**config.mk**
```make
export PLATFORM = sky130hd
export DESIGN_NAME = ect_timer
export DESIGN_NICKNAME = d
export VERILOG_FILES = /design/src/verilog/ect_pkg.sv /design/src/verilog/ect_timer.sv
export SDC_FILE = /design/constraint.sdc
export NUM_CORES = 1
export LEC_CHECK = 0
export BUFFER_PORTS_ARGS = -buffer_cell sky130_fd_sc_hd__clkbuf_2
export CORE_MARGIN = 2
export CORE_UTILIZATION = 35
export CTS_BUF_LIST = sky130_fd_sc_hd__clkbuf_16
export CTS_CLUSTER_DIAMETER = 60
export DETAILED_ROUTE_END_ITERATION = 8
export SLEW_MARGIN = 20
export SYNTH_ARGS = -nofsm -noshare
export SYNTH_HDL_FRONTEND = slang
export SYNTH_SLANG_ARGS = --single-unit
```
**constraint.sdc**
```tcl
create_clock -name pclk -period 2.72 [get_ports pclk]
set_clock_uncertainty 0.15 [all_clocks]
set_input_delay 0.544 -clock pclk [delete_from_list [all_inputs] [get_ports pclk]]
set_output_delay 0.544 -clock pclk [all_outputs]
set_load 0.02 [all_outputs]
```
**src/verilog/ect_pkg.sv**
```systemverilog
package ect_pkg;
   // register byte offsets on the bus
   localparam logic [7:0] OFF_COUNTER = 8'h00;
   localparam logic [7:0] OFF_CONST_A = 8'h04;
   localparam logic [7:0] OFF_CONST_B = 8'h08;
   localparam logic [7:0] OFF_CTRL0 = 8'h0c;
   localparam logic [7:0] OFF_FLAGS = 8'h10;
   localparam logic [7:0] OFF_CTRL1 = 8'h14;

   // values after reset, and the top count before overflow
   localparam logic [7:0] RST_COUNTER = 8'h00;
   localparam logic [7:0] RST_CONST = 8'hff;
   localparam logic [7:0] RST_CTRL0 = 8'h00;
   localparam logic [7:0] RST_FLAGS = 8'h10;
   localparam logic [7:0] RST_CTRL1 = 8'he2;
   localparam logic [7:0] COUNTER_TOP = 8'hff;

   // field positions in the flag/output-select register
   localparam int POS_FLAG_B = 7;
   localparam int POS_FLAG_A = 6;
   localparam int POS_FLAG_OVF = 5;
   localparam int POS_RSVD_FLAGS = 4;
   // field positions in the trigger/clock-select register
   localparam int POS_TRIG_EDGE = 3;
   localparam int POS_TRIG_EN = 2;
   localparam int POS_INT_CLK = 0;
   localparam logic [7:0] CTRL1_RSVD_ONES = 8'he2;

   // two-bit selector codes shared by output action, edge and clear select
   localparam logic [1:0] SEL_NONE = 2'h0;
   localparam logic [1:0] SEL_ONE = 2'h1;
   localparam logic [1:0] SEL_TWO = 2'h2;
   localparam logic [1:0] SEL_BOTH = 2'h3;

   // clock-select codes
   localparam logic [2:0] CKS_OFF_LO = 3'h0;
   localparam logic [2:0] CKS_OFF_HI = 3'h4;
   localparam logic [2:0] CKS_EXT_RISE = 3'h5;
   localparam logic [2:0] CKS_EXT_FALL = 3'h6;
   localparam logic [2:0] CKS_EXT_BOTH = 3'h7;

   typedef struct packed {
      logic match_b_irq_enable;
      logic match_a_irq_enable;
      logic overflow_irq_enable;
      logic [1:0] clear_sel;
      logic [2:0] clock_sel;
   } ect_ctrl0_type;

   typedef enum logic {ect_running, ect_halted} ect_run_type;
endpackage

```
**src/verilog/ect_timer.sv**
```systemverilog
module ect_timer #(
   parameter int PRESCALE_BITS = 7
) (
   input wire logic pclk,
   input wire logic presetn,
   input wire logic psel,
   input wire logic penable,
   input wire logic pwrite,
   input wire logic [7:0] paddr,
   input wire logic [31:0] pwdata,
   output logic [31:0] prdata,
   output logic pready,
   output logic pslverr,
   input wire logic standby_mode,
   input wire logic watch_sub_mode,
   input wire logic trigger_pin,
   input wire logic external_clear_pin,
   input wire logic external_clock_pin,
   output logic timer_out_pin,
   output logic match_a_irq,
   output logic match_b_irq,
   output logic overflow_irq,
   output logic timer_irq
);
   initial begin
      if (PRESCALE_BITS < 7)
         $error("prescaler must reach divide by 128");
   end

   // registers
   logic [7:0] up_counter;
   logic [7:0] time_constant_a;
   logic [7:0] time_constant_b;
   ect_pkg::ect_ctrl0_type clear_clock_irq_control;
   logic match_b_flag;
   logic match_a_flag;
   logic overflow_flag;
   logic [3:0] output_select;
   logic [1:0] trigger_edge;
   logic trigger_enable;
   logic internal_clock_sel;
   logic [2:0] flag_armed;
   ect_pkg::ect_run_type run_state;
   logic [PRESCALE_BITS-1:0] prescaler;
   logic clock_level_prev;
   logic trigger_prev;
   logic clear_pin_prev;

   // bus decode
   wire setup_phase = psel & ~penable;
   wire access_done = psel & penable & pready;
   wire bus_write = access_done & pwrite;
   wire bus_read = access_done & ~pwrite;
   wire hit_counter = paddr == ect_pkg::OFF_COUNTER;
   wire hit_const_a = paddr == ect_pkg::OFF_CONST_A;
   wire hit_const_b = paddr == ect_pkg::OFF_CONST_B;
   wire hit_ctrl0 = paddr == ect_pkg::OFF_CTRL0;
   wire hit_flags = paddr == ect_pkg::OFF_FLAGS;
   wire hit_ctrl1 = paddr == ect_pkg::OFF_CTRL1;
   wire mapped = hit_counter | hit_const_a | hit_const_b | hit_ctrl0 |
      hit_flags | hit_ctrl1;
   wire wr_counter = bus_write & hit_counter;
   wire wr_const_a = bus_write & hit_const_a;
   wire wr_const_b = bus_write & hit_const_b;
   wire wr_ctrl0 = bus_write & hit_ctrl0;
   wire wr_flags = bus_write & hit_flags;
   wire wr_ctrl1 = bus_write & hit_ctrl1;
   wire rd_flags = bus_read & hit_flags;
   wire [7:0] wbyte = pwdata[7:0];

   // low-power modes act as a synchronous reset; control reg 1 survives standby
   wire lp_all = standby_mode | watch_sub_mode;
   wire lp_ctrl1 = watch_sub_mode;

   // read views
   wire [2:0] flag_bits = {match_b_flag, match_a_flag, overflow_flag};
   wire [7:0] flags_view = {flag_bits, 1'b1, output_select};
   wire [7:0] ctrl1_view = ect_pkg::CTRL1_RSVD_ONES |
      {3'h0, trigger_edge, trigger_enable, 1'b0, internal_clock_sel};
   wire [7:0] read_mux =
      hit_counter ? up_counter :
      hit_const_a ? time_constant_a :
      hit_const_b ? time_constant_b :
      hit_ctrl0 ? clear_clock_irq_control :
      hit_flags ? flags_view :
      hit_ctrl1 ? ctrl1_view : 8'h00;

   // index of the prescaler bit whose falling edge gives the division
   function automatic logic [2:0] divider_tap(input logic [1:0] cks_lo,
                                              input logic icks);
      logic [3:0] t;
      t = {1'b0, cks_lo, 1'b0} + {3'h0, icks} - 4'h1;
      divider_tap = t[2:0];
   endfunction

   // edge pick from a two-bit selector: one = rising, two = falling
   function automatic logic edge_pick(input logic [1:0] sel,
                                      input logic prev, input logic now);
      case (sel)
         ect_pkg::SEL_ONE: edge_pick = ~prev & now;
         ect_pkg::SEL_TWO: edge_pick = prev & ~now;
         ect_pkg::SEL_BOTH: edge_pick = prev ^ now;
         default: edge_pick = 1'b0;
      endcase
   endfunction

   // clock source; the level is remembered, so a source switch can count
   wire [2:0] cks = clear_clock_irq_control.clock_sel;
   wire ext_sel = cks[2] & (cks != ect_pkg::CKS_OFF_HI);
   wire int_sel = ~cks[2] & (cks != ect_pkg::CKS_OFF_LO);
   wire [2:0] tap = divider_tap(cks[1:0], internal_clock_sel);
   wire int_level = int_sel & prescaler[tap];
   wire clock_level = ext_sel ? external_clock_pin : int_level;
   wire int_tick = int_sel & clock_level_prev & ~int_level;
   // the selector low bits map straight onto rise/fall/both
   wire ext_tick = ext_sel & edge_pick(cks[1:0], clock_level_prev,
      external_clock_pin);
   wire count_tick = int_tick | ext_tick;

   // run control for triggered mode
   wire counting = ~trigger_enable | (run_state == ect_pkg::ect_running);
   wire advance = count_tick & counting;
   wire trig_edge = edge_pick(trigger_edge, trigger_prev, trigger_pin);

   // matches fire as the counter leaves the equal value; a constant write
   // in the same cycle wins and suppresses the match
   wire match_a = advance & (up_counter == time_constant_a) &
      ~wr_const_a;
   wire match_b = advance & (up_counter == time_constant_b) &
      ~wr_const_b;
   wire clear_pin_rise = ~clear_pin_prev & external_clear_pin;
   wire [1:0] csel = clear_clock_irq_control.clear_sel;
   wire clear_event = ((csel == ect_pkg::SEL_ONE) & match_a) |
      ((csel == ect_pkg::SEL_TWO) & match_b) |
      ((csel == ect_pkg::SEL_BOTH) & clear_pin_rise);
   wire overflow = advance & (up_counter == ect_pkg::COUNTER_TOP) &
      ~clear_event & ~wr_counter;

   // clear beats a counter write, a write beats an increment
   wire [7:0] next_up_counter =
      clear_event ? ect_pkg::RST_COUNTER :
      wr_counter ? wbyte :
      advance ? up_counter + 8'h01 : up_counter;

   // flags: set wins over clear; clear needs a prior read of 1
   wire [2:0] flag_set = {match_b, match_a, overflow};
   wire [2:0] flag_clr = {3{wr_flags}} & ~wbyte[7:5] & flag_armed;
   wire [2:0] next_flags = flag_set | (flag_bits & ~flag_clr);
   wire [2:0] next_armed = (rd_flags ? flag_bits : 3'h0) |
      (flag_armed & ~flag_clr & ~flag_set);

   function automatic logic [1:0] resolve(input logic [1:0] a,
                                          input logic [1:0] b);
      if (a == ect_pkg::SEL_BOTH || b == ect_pkg::SEL_BOTH)
         resolve = ect_pkg::SEL_BOTH;
      else if (a == ect_pkg::SEL_TWO || b == ect_pkg::SEL_TWO)
         resolve = ect_pkg::SEL_TWO;
      else if (a == ect_pkg::SEL_ONE || b == ect_pkg::SEL_ONE)
         resolve = ect_pkg::SEL_ONE;
      else
         resolve = ect_pkg::SEL_NONE;
   endfunction

   wire [1:0] act_a = match_a ? output_select[1:0] : ect_pkg::SEL_NONE;
   wire [1:0] act_b = match_b ? output_select[3:2] : ect_pkg::SEL_NONE;
   wire [1:0] out_action = resolve(act_a, act_b);
   wire next_timer_out =
      (out_action == ect_pkg::SEL_BOTH) ? ~timer_out_pin :
      (out_action == ect_pkg::SEL_TWO) ? 1'b1 :
      (out_action == ect_pkg::SEL_ONE) ? 1'b0 : timer_out_pin;

   // halting on the trigger-enable write itself keeps a 0-to-1 set stopped
   wire trig_arm = wr_ctrl1 & wbyte[ect_pkg::POS_TRIG_EN] & ~trigger_enable;
   wire next_trigger_enable = wr_ctrl1 ? wbyte[ect_pkg::POS_TRIG_EN] :
      trigger_enable;
   ect_pkg::ect_run_type next_run_state;
   always_comb begin
      case (run_state)
         ect_pkg::ect_running: begin
            if (trig_arm || (trigger_enable && clear_event))
               next_run_state = ect_pkg::ect_halted;
            else
               next_run_state = ect_pkg::ect_running;
         end
         ect_pkg::ect_halted: begin
            if (trigger_enable && trig_edge && !clear_event)
               next_run_state = ect_pkg::ect_running;
            else
               next_run_state = ect_pkg::ect_halted;
         end
         default: next_run_state = ect_pkg::ect_running;
      endcase
   end

   ect_pkg::ect_ctrl0_type ctrl0_now;
   assign ctrl0_now = lp_all ? ect_pkg::ect_ctrl0_type'(ect_pkg::RST_CTRL0) :
      clear_clock_irq_control;
   wire [2:0] irq_en = {ctrl0_now.match_b_irq_enable,
      ctrl0_now.match_a_irq_enable, ctrl0_now.overflow_irq_enable};
   wire [2:0] flags_now = lp_all ? 3'h0 : next_flags;
   wire [2:0] next_irq = flags_now & irq_en;

   // bus slave: one wait-free access phase, answer registered at setup
   always_ff @(posedge pclk or negedge presetn) begin
      if (!presetn) begin
         pready <= 1'b0;
         pslverr <= 1'b0;
         prdata <= 32'h0;
      end else begin
         pready <= setup_phase;
         pslverr <= setup_phase & ~mapped;
         prdata <= (setup_phase & ~pwrite) ? {24'h0, read_mux} : 32'h0;
      end
   end

   always_ff @(posedge pclk or negedge presetn) begin
      if (!presetn) begin
         prescaler <= '0;
         clock_level_prev <= 1'b0;
         trigger_prev <= 1'b0;
         clear_pin_prev <= 1'b0;
      end else begin
         prescaler <= prescaler + 1'b1;
         clock_level_prev <= clock_level;
         trigger_prev <= trigger_pin;
         clear_pin_prev <= external_clear_pin;
      end
   end

   always_ff @(posedge pclk or negedge presetn) begin
      if (!presetn) begin
         up_counter <= ect_pkg::RST_COUNTER;
         time_constant_a <= ect_pkg::RST_CONST;
         time_constant_b <= ect_pkg::RST_CONST;
         clear_clock_irq_control <= ect_pkg::RST_CTRL0;
      end else if (lp_all) begin
         up_counter <= ect_pkg::RST_COUNTER;
         time_constant_a <= ect_pkg::RST_CONST;
         time_constant_b <= ect_pkg::RST_CONST;
         clear_clock_irq_control <= ect_pkg::RST_CTRL0;
      end else begin
         up_counter <= next_up_counter;
         time_constant_a <= wr_const_a ? wbyte : time_constant_a;
         time_constant_b <= wr_const_b ? wbyte : time_constant_b;
         if (wr_ctrl0)
            clear_clock_irq_control <= wbyte;
      end
   end

   always_ff @(posedge pclk or negedge presetn) begin
      if (!presetn) begin
         {match_b_flag, match_a_flag, overflow_flag} <= 3'h0;
         output_select <= ect_pkg::RST_FLAGS[3:0];
         flag_armed <= 3'h0;
         timer_out_pin <= 1'b0;
      end else if (lp_all) begin
         {match_b_flag, match_a_flag, overflow_flag} <= 3'h0;
         output_select <= ect_pkg::RST_FLAGS[3:0];
         flag_armed <= 3'h0;
         timer_out_pin <= 1'b0;
      end else begin
         {match_b_flag, match_a_flag, overflow_flag} <= next_flags;
         output_select <= wr_flags ? wbyte[3:0] : output_select;
         flag_armed <= next_armed;
         timer_out_pin <= next_timer_out;
      end
   end

   always_ff @(posedge pclk or negedge presetn) begin
      if (!presetn) begin
         trigger_edge <= ect_pkg::RST_CTRL1[4:3];
         trigger_enable <= ect_pkg::RST_CTRL1[ect_pkg::POS_TRIG_EN];
         internal_clock_sel <= ect_pkg::RST_CTRL1[ect_pkg::POS_INT_CLK];
         run_state <= ect_pkg::ect_running;
      end else if (lp_ctrl1) begin
         trigger_edge <= ect_pkg::RST_CTRL1[4:3];
         trigger_enable <= ect_pkg::RST_CTRL1[ect_pkg::POS_TRIG_EN];
         internal_clock_sel <= ect_pkg::RST_CTRL1[ect_pkg::POS_INT_CLK];
         run_state <= ect_pkg::ect_running;
      end else begin
         if (wr_ctrl1)
            trigger_edge <= wbyte[4:3];
         trigger_enable <= next_trigger_enable;
         if (wr_ctrl1)
            internal_clock_sel <= wbyte[ect_pkg::POS_INT_CLK];
         run_state <= next_run_state;
      end
   end

   // request lines follow flag and enable; the shared line merges all three
   always_ff @(posedge pclk or negedge presetn) begin
      if (!presetn) begin
         {match_b_irq, match_a_irq, overflow_irq} <= 3'h0;
         timer_irq <= 1'b0;
      end else begin
         {match_b_irq, match_a_irq, overflow_irq} <= next_irq;
         timer_irq <= |next_irq;
      end
   end
endmodule

```
### After elaboration in Yosys (flattened, before gate mapping)

Cells that the tools add are included.

* bitwise logic cells: 78
* reductions and logical operators: 18
* equality and inequality tests: 27
* multiplexer cells: 50
* add/sub/neg operators: 4
* $lt $le $gt $ge: 1

Operators with widths (number)
* 8-bit 2-to-1 mux: 18
* 1-bit bitwise AND: 38
* 2-bit equality test (second input constant): 12
* 3-bit bitwise AND: 6
* 1-bit 2-to-1 mux: 17
* 1-bit NOT: 17
* 8-bit by 4-bit equality test with 1-bit output (second input constant): 2
* 8-bit by 5-bit equality test with 1-bit output (second input constant): 2
* 8-bit equality test: 2
* 2-bit by 1-bit equality test with 1-bit output (second input constant): 6
* 2-bit 2-to-1 mux: 6
* 1-bit bitwise OR: 10
* 2-bit nonzero test: 5
* 3-bit 2-to-1 mux: 3
* 3-bit NOT: 3
* 8-bit by 1-bit adder with 8-bit output (second input constant): 1
* 8-bit by 3-bit equality test with 1-bit output (second input constant): 1
* 8-bit equality test (second input constant): 1
* 8-bit logical NOT: 1
* 4-bit 2-to-1 mux: 2
* 4-bit nonzero test: 2
* 7-bit by 1-bit adder with 7-bit output (second input constant): 1
* 3-bit bitwise OR: 2
* 1-bit one-hot mux with 3 select lines: 2
* other kinds (12): 18

* register bits: 72
* bits of input ports: 50
* output and inout port bits: 39
* logic and storage cells: 207

### Depth between registers and ports, before layout

Gate-level depths: netlist of the first run.

* word-level depth: 22
* depth in mapped cells: 13
* mapped depth without buffers: 13

### Worst setup path after synthesis of the first run

No wires, ideal clock.

* path kind: flip-flop to flip-flop
* from: reg internal_clock_sel
* to: reg timer_out_pin
* clock period less this slack: 3010 ps
* path slack: -290 ps
* setup time: 141 ps
* path buffers: 1
* cell stages (with the launch flop): 13
* data arrival time: 2719 ps
* required time: 2429 ps
* path through: dfrtp_1 -> inv_1 -> ha_1 -> mux2i_1 -> o31ai_1 -> o41ai_4 -> buf_4 -> and3_2 -> a221o_1 -> ha_1 -> nor2b_1 -> a211oi_1 -> a211oi_1

* cells in the longest elaborated chain, start to end: 21
* elaborated cells between the ends (all ways): 34
* classes of those cells: add/sub (2); eq/ne (9); mux (10); bitwise (9); reduce/logical (4)

Ends and longest elaborated chain
* from (decl): RTL line ect_timer.sv:41 `logic internal_clock_sel;`
* from (signal assigned): RTL line ect_timer.sv:273 `internal_clock_sel <= ect_pkg::RST_CTRL1[ect_pkg::POS_INT_CLK];`
* from (signal assigned): RTL line ect_timer.sv:278 `internal_clock_sel <= ect_pkg::RST_CTRL1[ect_pkg::POS_INT_CLK];`
* from (signal assigned): RTL line ect_timer.sv:285 `internal_clock_sel <= wbyte[ect_pkg::POS_INT_CLK];`
* 3-bit by 1-bit adder with 3-bit output (*): RTL line ect_timer.sv:92 `t = {1'b0, cks_lo, 1'b0} + {3'h0, icks} - 4'h1;`
* 3-bit by 1-bit subtractor with 3-bit output (*): RTL line ect_timer.sv:92
* 1-bit binary-select mux with 3-bit select (*): RTL line ect_timer.sv:112 `wire int_level = int_sel & prescaler[tap];`
* 1-bit 2-to-1 mux (implied by the code) (*): RTL line ect_timer.sv:112
* 1-bit bitwise AND (*): RTL line ect_timer.sv:112
* 1-bit NOT (*): RTL line ect_timer.sv:114 `wire int_tick = int_sel & clock_level_prev & ~int_level;`
* 1-bit bitwise AND (*): RTL line ect_timer.sv:114
* 1-bit bitwise OR (*): RTL line ect_timer.sv:118 `wire count_tick = int_tick | ext_tick;`
* [... 5 more ...]
* 1-bit logical OR: RTL line ect_timer.sv:158 `else if (a == ect_pkg::SEL_ONE || b == ect_pkg::SEL_ONE)`
* 1-bit 2-to-1 mux: RTL line ect_timer.sv:158
* 2-bit 2-to-1 mux: RTL line ect_timer.sv:156 `else if (a == ect_pkg::SEL_TWO || b == ect_pkg::SEL_TWO)`
* 2-bit 2-to-1 mux (*): RTL line ect_timer.sv:154 `if (a == ect_pkg::SEL_BOTH || b == ect_pkg::SEL_BOTH)`
* 2-bit equality test: RTL line ect_timer.sv:169 `(out_action == ect_pkg::SEL_TWO) ? 1'b1 :`
* 1-bit 2-to-1 mux: RTL line ect_timer.sv:169
* 1-bit 2-to-1 mux: RTL line ect_timer.sv:168 `(out_action == ect_pkg::SEL_BOTH) ? ~timer_out_pin :`
* 1-bit 2-to-1 mux: RTL line ect_timer.sv:256 `end else if (lp_all) begin`
* to (signal assigned): RTL line ect_timer.sv:265 `timer_out_pin <= next_timer_out;`
* to (decl): RTL line ect_timer.sv:19 `output logic timer_out_pin,`

Every way passes the cells marked *; elsewhere a longest branch is shown, timed or not. The select of a mux whose other input is x is not followed.
A chain may end at the register's enable or synchronous reset.

### Worst setup path in the final report of the first run

* from: reg clear_clock_irq_control (netlist bit cks[0])
* to: reg timer_out_pin

* cells in the longest elaborated chain, start to end: 21
* elaborated cells between the ends (all ways): 44
* classes of those cells: add/sub (2); eq/ne (13); mux (11); bitwise (13); reduce/logical (5)

Ends and longest elaborated chain
* from (decl): RTL line ect_timer.sv:34 `ect_pkg::ect_ctrl0_type clear_clock_irq_control;`
* from (signal assigned): RTL line ect_timer.sv:235 `clear_clock_irq_control <= ect_pkg::RST_CTRL0;`
* from (signal assigned): RTL line ect_timer.sv:240 `clear_clock_irq_control <= ect_pkg::RST_CTRL0;`
* from (signal assigned): RTL line ect_timer.sv:246 `clear_clock_irq_control <= wbyte;`
* 3-bit by 1-bit adder with 3-bit output: RTL line ect_timer.sv:92
* 3-bit by 1-bit subtractor with 3-bit output: RTL line ect_timer.sv:92
* 1-bit binary-select mux with 3-bit select: RTL line ect_timer.sv:112
* 1-bit 2-to-1 mux (implied by the code): RTL line ect_timer.sv:112
* 1-bit bitwise AND: RTL line ect_timer.sv:112
* 1-bit NOT: RTL line ect_timer.sv:114
* 1-bit bitwise AND: RTL line ect_timer.sv:114
* 1-bit bitwise OR (*): RTL line ect_timer.sv:118
* [... 5 more ...]
* 1-bit logical OR: RTL line ect_timer.sv:158
* 1-bit 2-to-1 mux: RTL line ect_timer.sv:158
* 2-bit 2-to-1 mux: RTL line ect_timer.sv:156
* 2-bit 2-to-1 mux (*): RTL line ect_timer.sv:154
* 2-bit equality test: RTL line ect_timer.sv:169
* 1-bit 2-to-1 mux: RTL line ect_timer.sv:169
* 1-bit 2-to-1 mux: RTL line ect_timer.sv:168
* 1-bit 2-to-1 mux: RTL line ect_timer.sv:256

Marked as above.

==> run metrics, run 1 <==
outcome finished, violations left; failing checks DRC, setup timing; post-synthesis mux area share 5.03%; CP Buf/Inv Count 1; Clock transition at path regs 0.05 ns; fillers 1,090; Core Util, Final 44.4%; post-synthesis sequential area ratio 43.6%; PortBufs 40; crit start category flip-flop; Min Clock Period, post-route 3.03 ns; share of cells above drive strength 1 30.3%; die width 113 um; GR Util All Layers 17.0%; number of synthesized flops with an enable pin 0; Critical Path Fanout Max 4; largest net degree at the start of global routing 73; largest family of logic cells by synthesized area simple AND/OR/NAND/NOR gates; Die Span Y 113 um; Slew HR 37.7%; detailed router's first-iteration violation count 219; Mapped Area 4180 sq um; Sequential Power Share 46.0%; fin worst setup slack -0.311 ns; gp weighted congestion 0.889; Synth cell types 61; Critical-path top delay cell o41ai_4; Synth Area in Compound Gates 15.3%; Post-Synth Simple-Gate Area 19.7%; Die Footprint 12,800 sq um; H-tree Lvls 3; DRC 7; post-synthesis average cell area 9.88 sq um; drt pass-1 iters 6; synthesized instance count 423; WL final 10,500 um; worst skew pair latency 0.34 ns; ys flop type dfrtp_1; WS Path Type reg -> reg; crit-path max cell delay 0.52 ns; top achievable clock speed 0.330 GHz; Area contributors post-synth dfrtp_1, dfstp_2, mux2i_1; cts bufs inserted 9; crit-path leading delay family compound AO/OA/AOI/OAI gates; most used cell, CP a211oi_2; asr flop ratio synth 100%; vias per cell 5.29; clock network fraction of total power 47.9%; # rows 39; clk sinks 72; Int Power 1.80 mW; CTS tree yes; Static Leak 2.23 nW; Ys Warns 0; PwrDens 458 nW/um^2; peak supply drop 282 uV; starting density of the core 36.3%; Max-Cap Viols 0; multi-input logic area 2220 sq um; share of the clock period used by the worst path 111%; Yosys reg bits 72; Ports 89; first-pass GRT wire length 17,100 um; share of Yosys cell area claimed by the top area cell type 33.5%; Post-DP HPWL 7770 um; final net count 556; setup_tns -0.311 ns; vias in the first global route 3,527; top cell type by total area after synthesis dfrtp_1; initial antenna violation count 0; Crit. End Element flip-flop; via count 3,411; final hold vios 0; DRT antenna net count 0; adder-cell share of the synthesized area 2.69%; fin. max-slew vios 0; Sw Share 22.9%; Worst Tran Pin Value 0.934 ns; unrepaired setup endpoints after global routing yes; Worst Hold Class in -> async; sequential standard cell area 1820 sq um; core area 11,500 sq um; WL/cell 16.3 um; ANT cells 0; crit path DAT 3.08 ns; worst-case clock buffer depth 2; WP data required 2.77 ns; CP cell instances buf_6 -> nor2_2 -> or4b_4 -> o41ai_4 -> and2_4 -> a22oi_2 -> a221o_1 -> ha_4 -> nor2b_2 -> a211oi_2 -> a211oi_2; CTS Root Cell clkbuf_16; Synth Area in XOR/XNOR 6.08%; endpoints failing setup 1; net switching power 0.536 mW; combinational share of power 6.0%; Power Total 2.34 mW; Congestion Overflow GR 0; Area growth syn-to-layout 22.2%; worst hold margin 0.168 ns
placed cells by master (no fill, tap or decap), types with 3 or more instances in the layout:
cell and n:
inv_1 9, xnor2_1 13, nand2_1 47, xor2_1 15, conb_1 24, clkbuf_16 9, and4_1 5, o21ai_0 3
clkbuf_2 39, nand2b_1 4, nand3_1 25, nor4_1 5, a221oi_1 14, inv_2 3, dfstp_2 16, and3_1 6
a21oi_1 25, buf_4 44, ha_1 7, nand4_1 6, dfrtp_1 56, a211oi_2 10, mux2i_1 21, and2_1 4
nor2_1 31
cell type report:
cell class              count  area share (%)
clock buffers               9            4.41
inverters                  10           0.735
clock inverters             7            1.08
multi-input cells         318            43.5
flip-flops and latches     72            35.7
repair buffers             86            11.1
well taps                 143            3.50
power by group through the flow:
stage                     clock (mW)  combinational, mW  sequential (mW)
after floorplan                    0             0.0839             1.10
after global routing            1.20              0.156             1.08
after global placement             0              0.140             1.10
after detailed placement           0              0.142             1.10
final                           1.12              0.141             1.08
after CTS                       1.15              0.143             1.08
Yosys cell counts (all sizes together) (9+ instances only):
library cell	count
nor2	32
xor2	16
dfrtp	56
nand3	25
xnor2	13
dfstp	16
mux2i	21
inv	10
a21oi	25
a221oi	14
ha	9
buf	30
a211oi	11
clkbuf	16
nand2	47
routing by layer:
metal  vias up  global-route usage (%)  routed length, um
li1       1613                       -                  -
met1      1667                    21.7               4660
met2       110                    27.3               4980
met3        21                    3.64                610
met4         0                    8.78                277
met5         -                       0                  0
sequential cells by signal, indices dropped and copies added (netlist names), 2 cells and up:
signal	count
up_counter	8
prdata	8
trigger_edge	2
clear_clock_irq_control	3
time_constant_a	8
flag_armed	3
prescaler	7
cks	3
time_constant_b	8
output_select	4
csel	2
path summary, 6_finish.rpt:
check | slack [ns] | cells past startpoint | from | to
hold reg to reg | 0.36 | 1 | prescaler[6] | prescaler[6]
setup reg to reg | -0.31 | 11 | cks[0] | timer_out_pin
min in group pclk | 0.18 | 1 | external_clear_pin | clear_pin_prev
max in group asynchronous | 1.61 | 1 | presetn | prdata[6]
hold / removal | 0.17 | 1 | presetn | up_counter[2]
setup / recovery | -0.31 | 11 | cks[0] | timer_out_pin
cells by family (layout without fill, tap and decap cells):
logic type	after synthesis	count (layout)
AO/OA/AOI/OAI	79	79
adder cells (fa/ha/maj)	9	9
XOR/XNOR	29	29
multiplexers	21	21
flip-flops	72	72
AND/OR/NAND/NOR	156	156
buffers and inverters	56	112
other	1	24
per-stage QoR:
stage	area (sq um)	std cells	worst slack [ns]
2_1_floorplan	4310	446	-0.139
3_3_place_gp	4720	624	-0.285
3_5_place_dp	4720	624	-0.335
4_1_cts	5080	645	-0.300
5_1_grt	5110	645	-0.434
6_report	5110	645	-0.311
timing repair:
| item | 4_1_cts | 5_1_grt |
|---|---|---|
| setup endpoints to repair | 3 | 14 |
| pin swaps | 12 | 6 |
| setup buffers | 5 | 1 |
| resized for setup | 6 | 8 |
| hold buffers | 0 | 0 |
Power figures use the tool's default switching activity.
==> run 2, diff against run 1 <==
--- a/config.mk
+++ b/config.mk
@@ -6,11 +6,13 @@
 export NUM_CORES = 1
 export LEC_CHECK = 0
 export BUFFER_PORTS_ARGS = -buffer_cell sky130_fd_sc_hd__clkbuf_2
+export CORE_ASPECT_RATIO = 1.2
 export CORE_MARGIN = 2
 export CORE_UTILIZATION = 35
 export CTS_BUF_LIST = sky130_fd_sc_hd__clkbuf_16
 export CTS_CLUSTER_DIAMETER = 60
 export DETAILED_ROUTE_END_ITERATION = 8
+export REMOVE_ABC_BUFFERS = 1
 export SLEW_MARGIN = 20
 export SYNTH_ARGS = -nofsm -noshare
 export SYNTH_HDL_FRONTEND = slang
==> run metrics, run 2 (synthesized netlist as in run 1, its figures left out) <==
PwrDens 439 nW/um^2; first-pass GRT wire length 17,300 um; GR Util All Layers 17.3%; WS Path Type reg -> reg; sequential standard cell area 1820 sq um; Critical Path Fanout Max 5; Sw Share 23.7%; WL/cell 16.1 um; starting density of the core 36.0%; Sequential Power Share 48.1%; WP data required 2.77 ns; clock network fraction of total power 45.3%; most frequent cells in the layout dfrtp_1, nand2_1, buf_4, clkbuf_2, nor2_1; worst-case clock buffer depth 2; Final Instance Area 5110 sq um; Area growth syn-to-layout 22.2%; final net count 559; fin. max-slew vios 0; fin worst setup slack -0.315 ns; unrepaired setup endpoints after global routing yes; DRT antenna net count 0; drt pass-1 iters 4; crit path DAT 3.09 ns; die width 104 um; share of cells above drive strength 1 30.1%; busiest grt layer met2; met2 usage 29.6%; DRC 0; detailed router's first-iteration violation count 234; Int Power 1.71 mW; Die Span Y 124 um; setup_tns -0.327 ns; PortBufs 40; largest net degree at the start of global routing 73; Cell Area, Placed 4740 sq um; fillers 1,146; Ports 89; clk sinks 72; endpoints failing setup 2; Crit. End Element flip-flop; combinational share of power 6.6%; met3 capacity usage during global routing 3.72%; top achievable clock speed 0.329 GHz; Min Clock Period, post-route 3.04 ns; cts-stage hold buffer count 0; Congestion Overflow GR 0; vias per cell 5.11; vias in the first global route 3,437; via count 3,383; multi-input logic area 2210 sq um; gp weighted congestion 0.854; initial antenna violation count 0; GRT met1 Usage 20.7%; Post-DP HPWL 7620 um; crit start category flip-flop; WL final 10,700 um; Static Leak 2.24 nW; worst skew pair latency 0.34 ns; Worst Hold Class in -> async; CTS tree yes; Clock transition at path regs 0.05 ns; H-tree Lvls 3; final hold vios 0; commonest non-fill, non-tap cell in the layout dfrtp_1; CTS Root Cell clkbuf_16; Worst Reg2Reg Path Length in Cells 11; Die Footprint 12,800 sq um; failing checks setup timing; cts bufs inserted 9; net switching power 0.531 mW; outcome finished, violations left; peak supply drop 278 uV; Max-Cap Viols 0; share of the clock period used by the worst path 112%; # rows 43; ANT cells 0; core area 11,600 sq um
-- run 2: per-stage QoR --
| stage | total power, mW | setup WS (ns) | cells | hold slack, ns | utilization, % |
|---|---|---|---|---|---|
| 6_report | 2.24 | -0.315 | 662 | 0.0562 | 43.9 |
| 5_1_grt | 2.31 | -0.436 | 662 | 0.101 | 43.9 |
| 4_1_cts | 2.26 | -0.312 | 661 | 0.103 | 43.4 |
| 3_5_place_dp | 1.24 | -0.425 | 643 | 0.314 | 40.8 |
| 3_3_place_gp | 1.24 | -0.372 | 643 | 0.326 | 40.8 |
| 2_1_floorplan | 1.15 | -0.495 | 400 | 0.0984 | - |
-- run 2: layout make-up --
cell class                 instances  area share (%)
tap                              157            3.85
clock buffer                       9            4.41
multi-input combinational        318            43.3
clock inverter                     7           0.515
sequential                        72            35.7
inverter                          10           0.735
timing repair buffer              89            11.5
-- run 2: metal layers --
metal | up-vias | routed length, um
met5 | - | 0
met4 | 0 | 376
met3 | 28 | 437
met2 | 87 | 5370
met1 | 1643 | 4500
li1 | 1625 | -
-- run 2: critical path: stages, from the launching register on --
cell and delay, ns:
dfrtp_1 0.38, buf_6 0.12, nor2_2 0.03, or4b_4 0.50
o41ai_4 0.49, and2_4 0.23, a22oi_2 0.08, a221o_1 0.32
ha_4 0.30, nor2b_2 0.04, a211oi_2 0.20, a211oi_2 0.05
-- run 2: timing repair --
action	4_1_cts	5_1_grt
pin swaps	9	7
endpoints found under the setup margin	11	13
gates resized for setup	9	9
buffers inserted	2	2
-- run 2: power by group through the flow --
stage               Combinational (mW)  Clock (mW)  Sequential [mW]
floorplan                       0.0553           0             1.10
global placement                 0.146           0             1.10
detailed placement               0.149           0             1.10
CTS                              0.149        1.03             1.08
global route                     0.163        1.07             1.08
finish                           0.148        1.02             1.08
-- run 2: worst paths after layout --
path | slack [ns] | startpoint | endpoint
max in group asynchronous | 1.97 | presetn | time_constant_b[1]
worst max-delay path | -0.32 | cks[0] | timer_out_pin
worst min register to register | 0.33 | prescaler[6] | prescaler[6]
worst min-delay path | 0.06 | presetn | up_counter[0]
worst max register to register | -0.32 | cks[0] | timer_out_pin
min in group pclk | 0.19 | external_clear_pin | clear_pin_prev
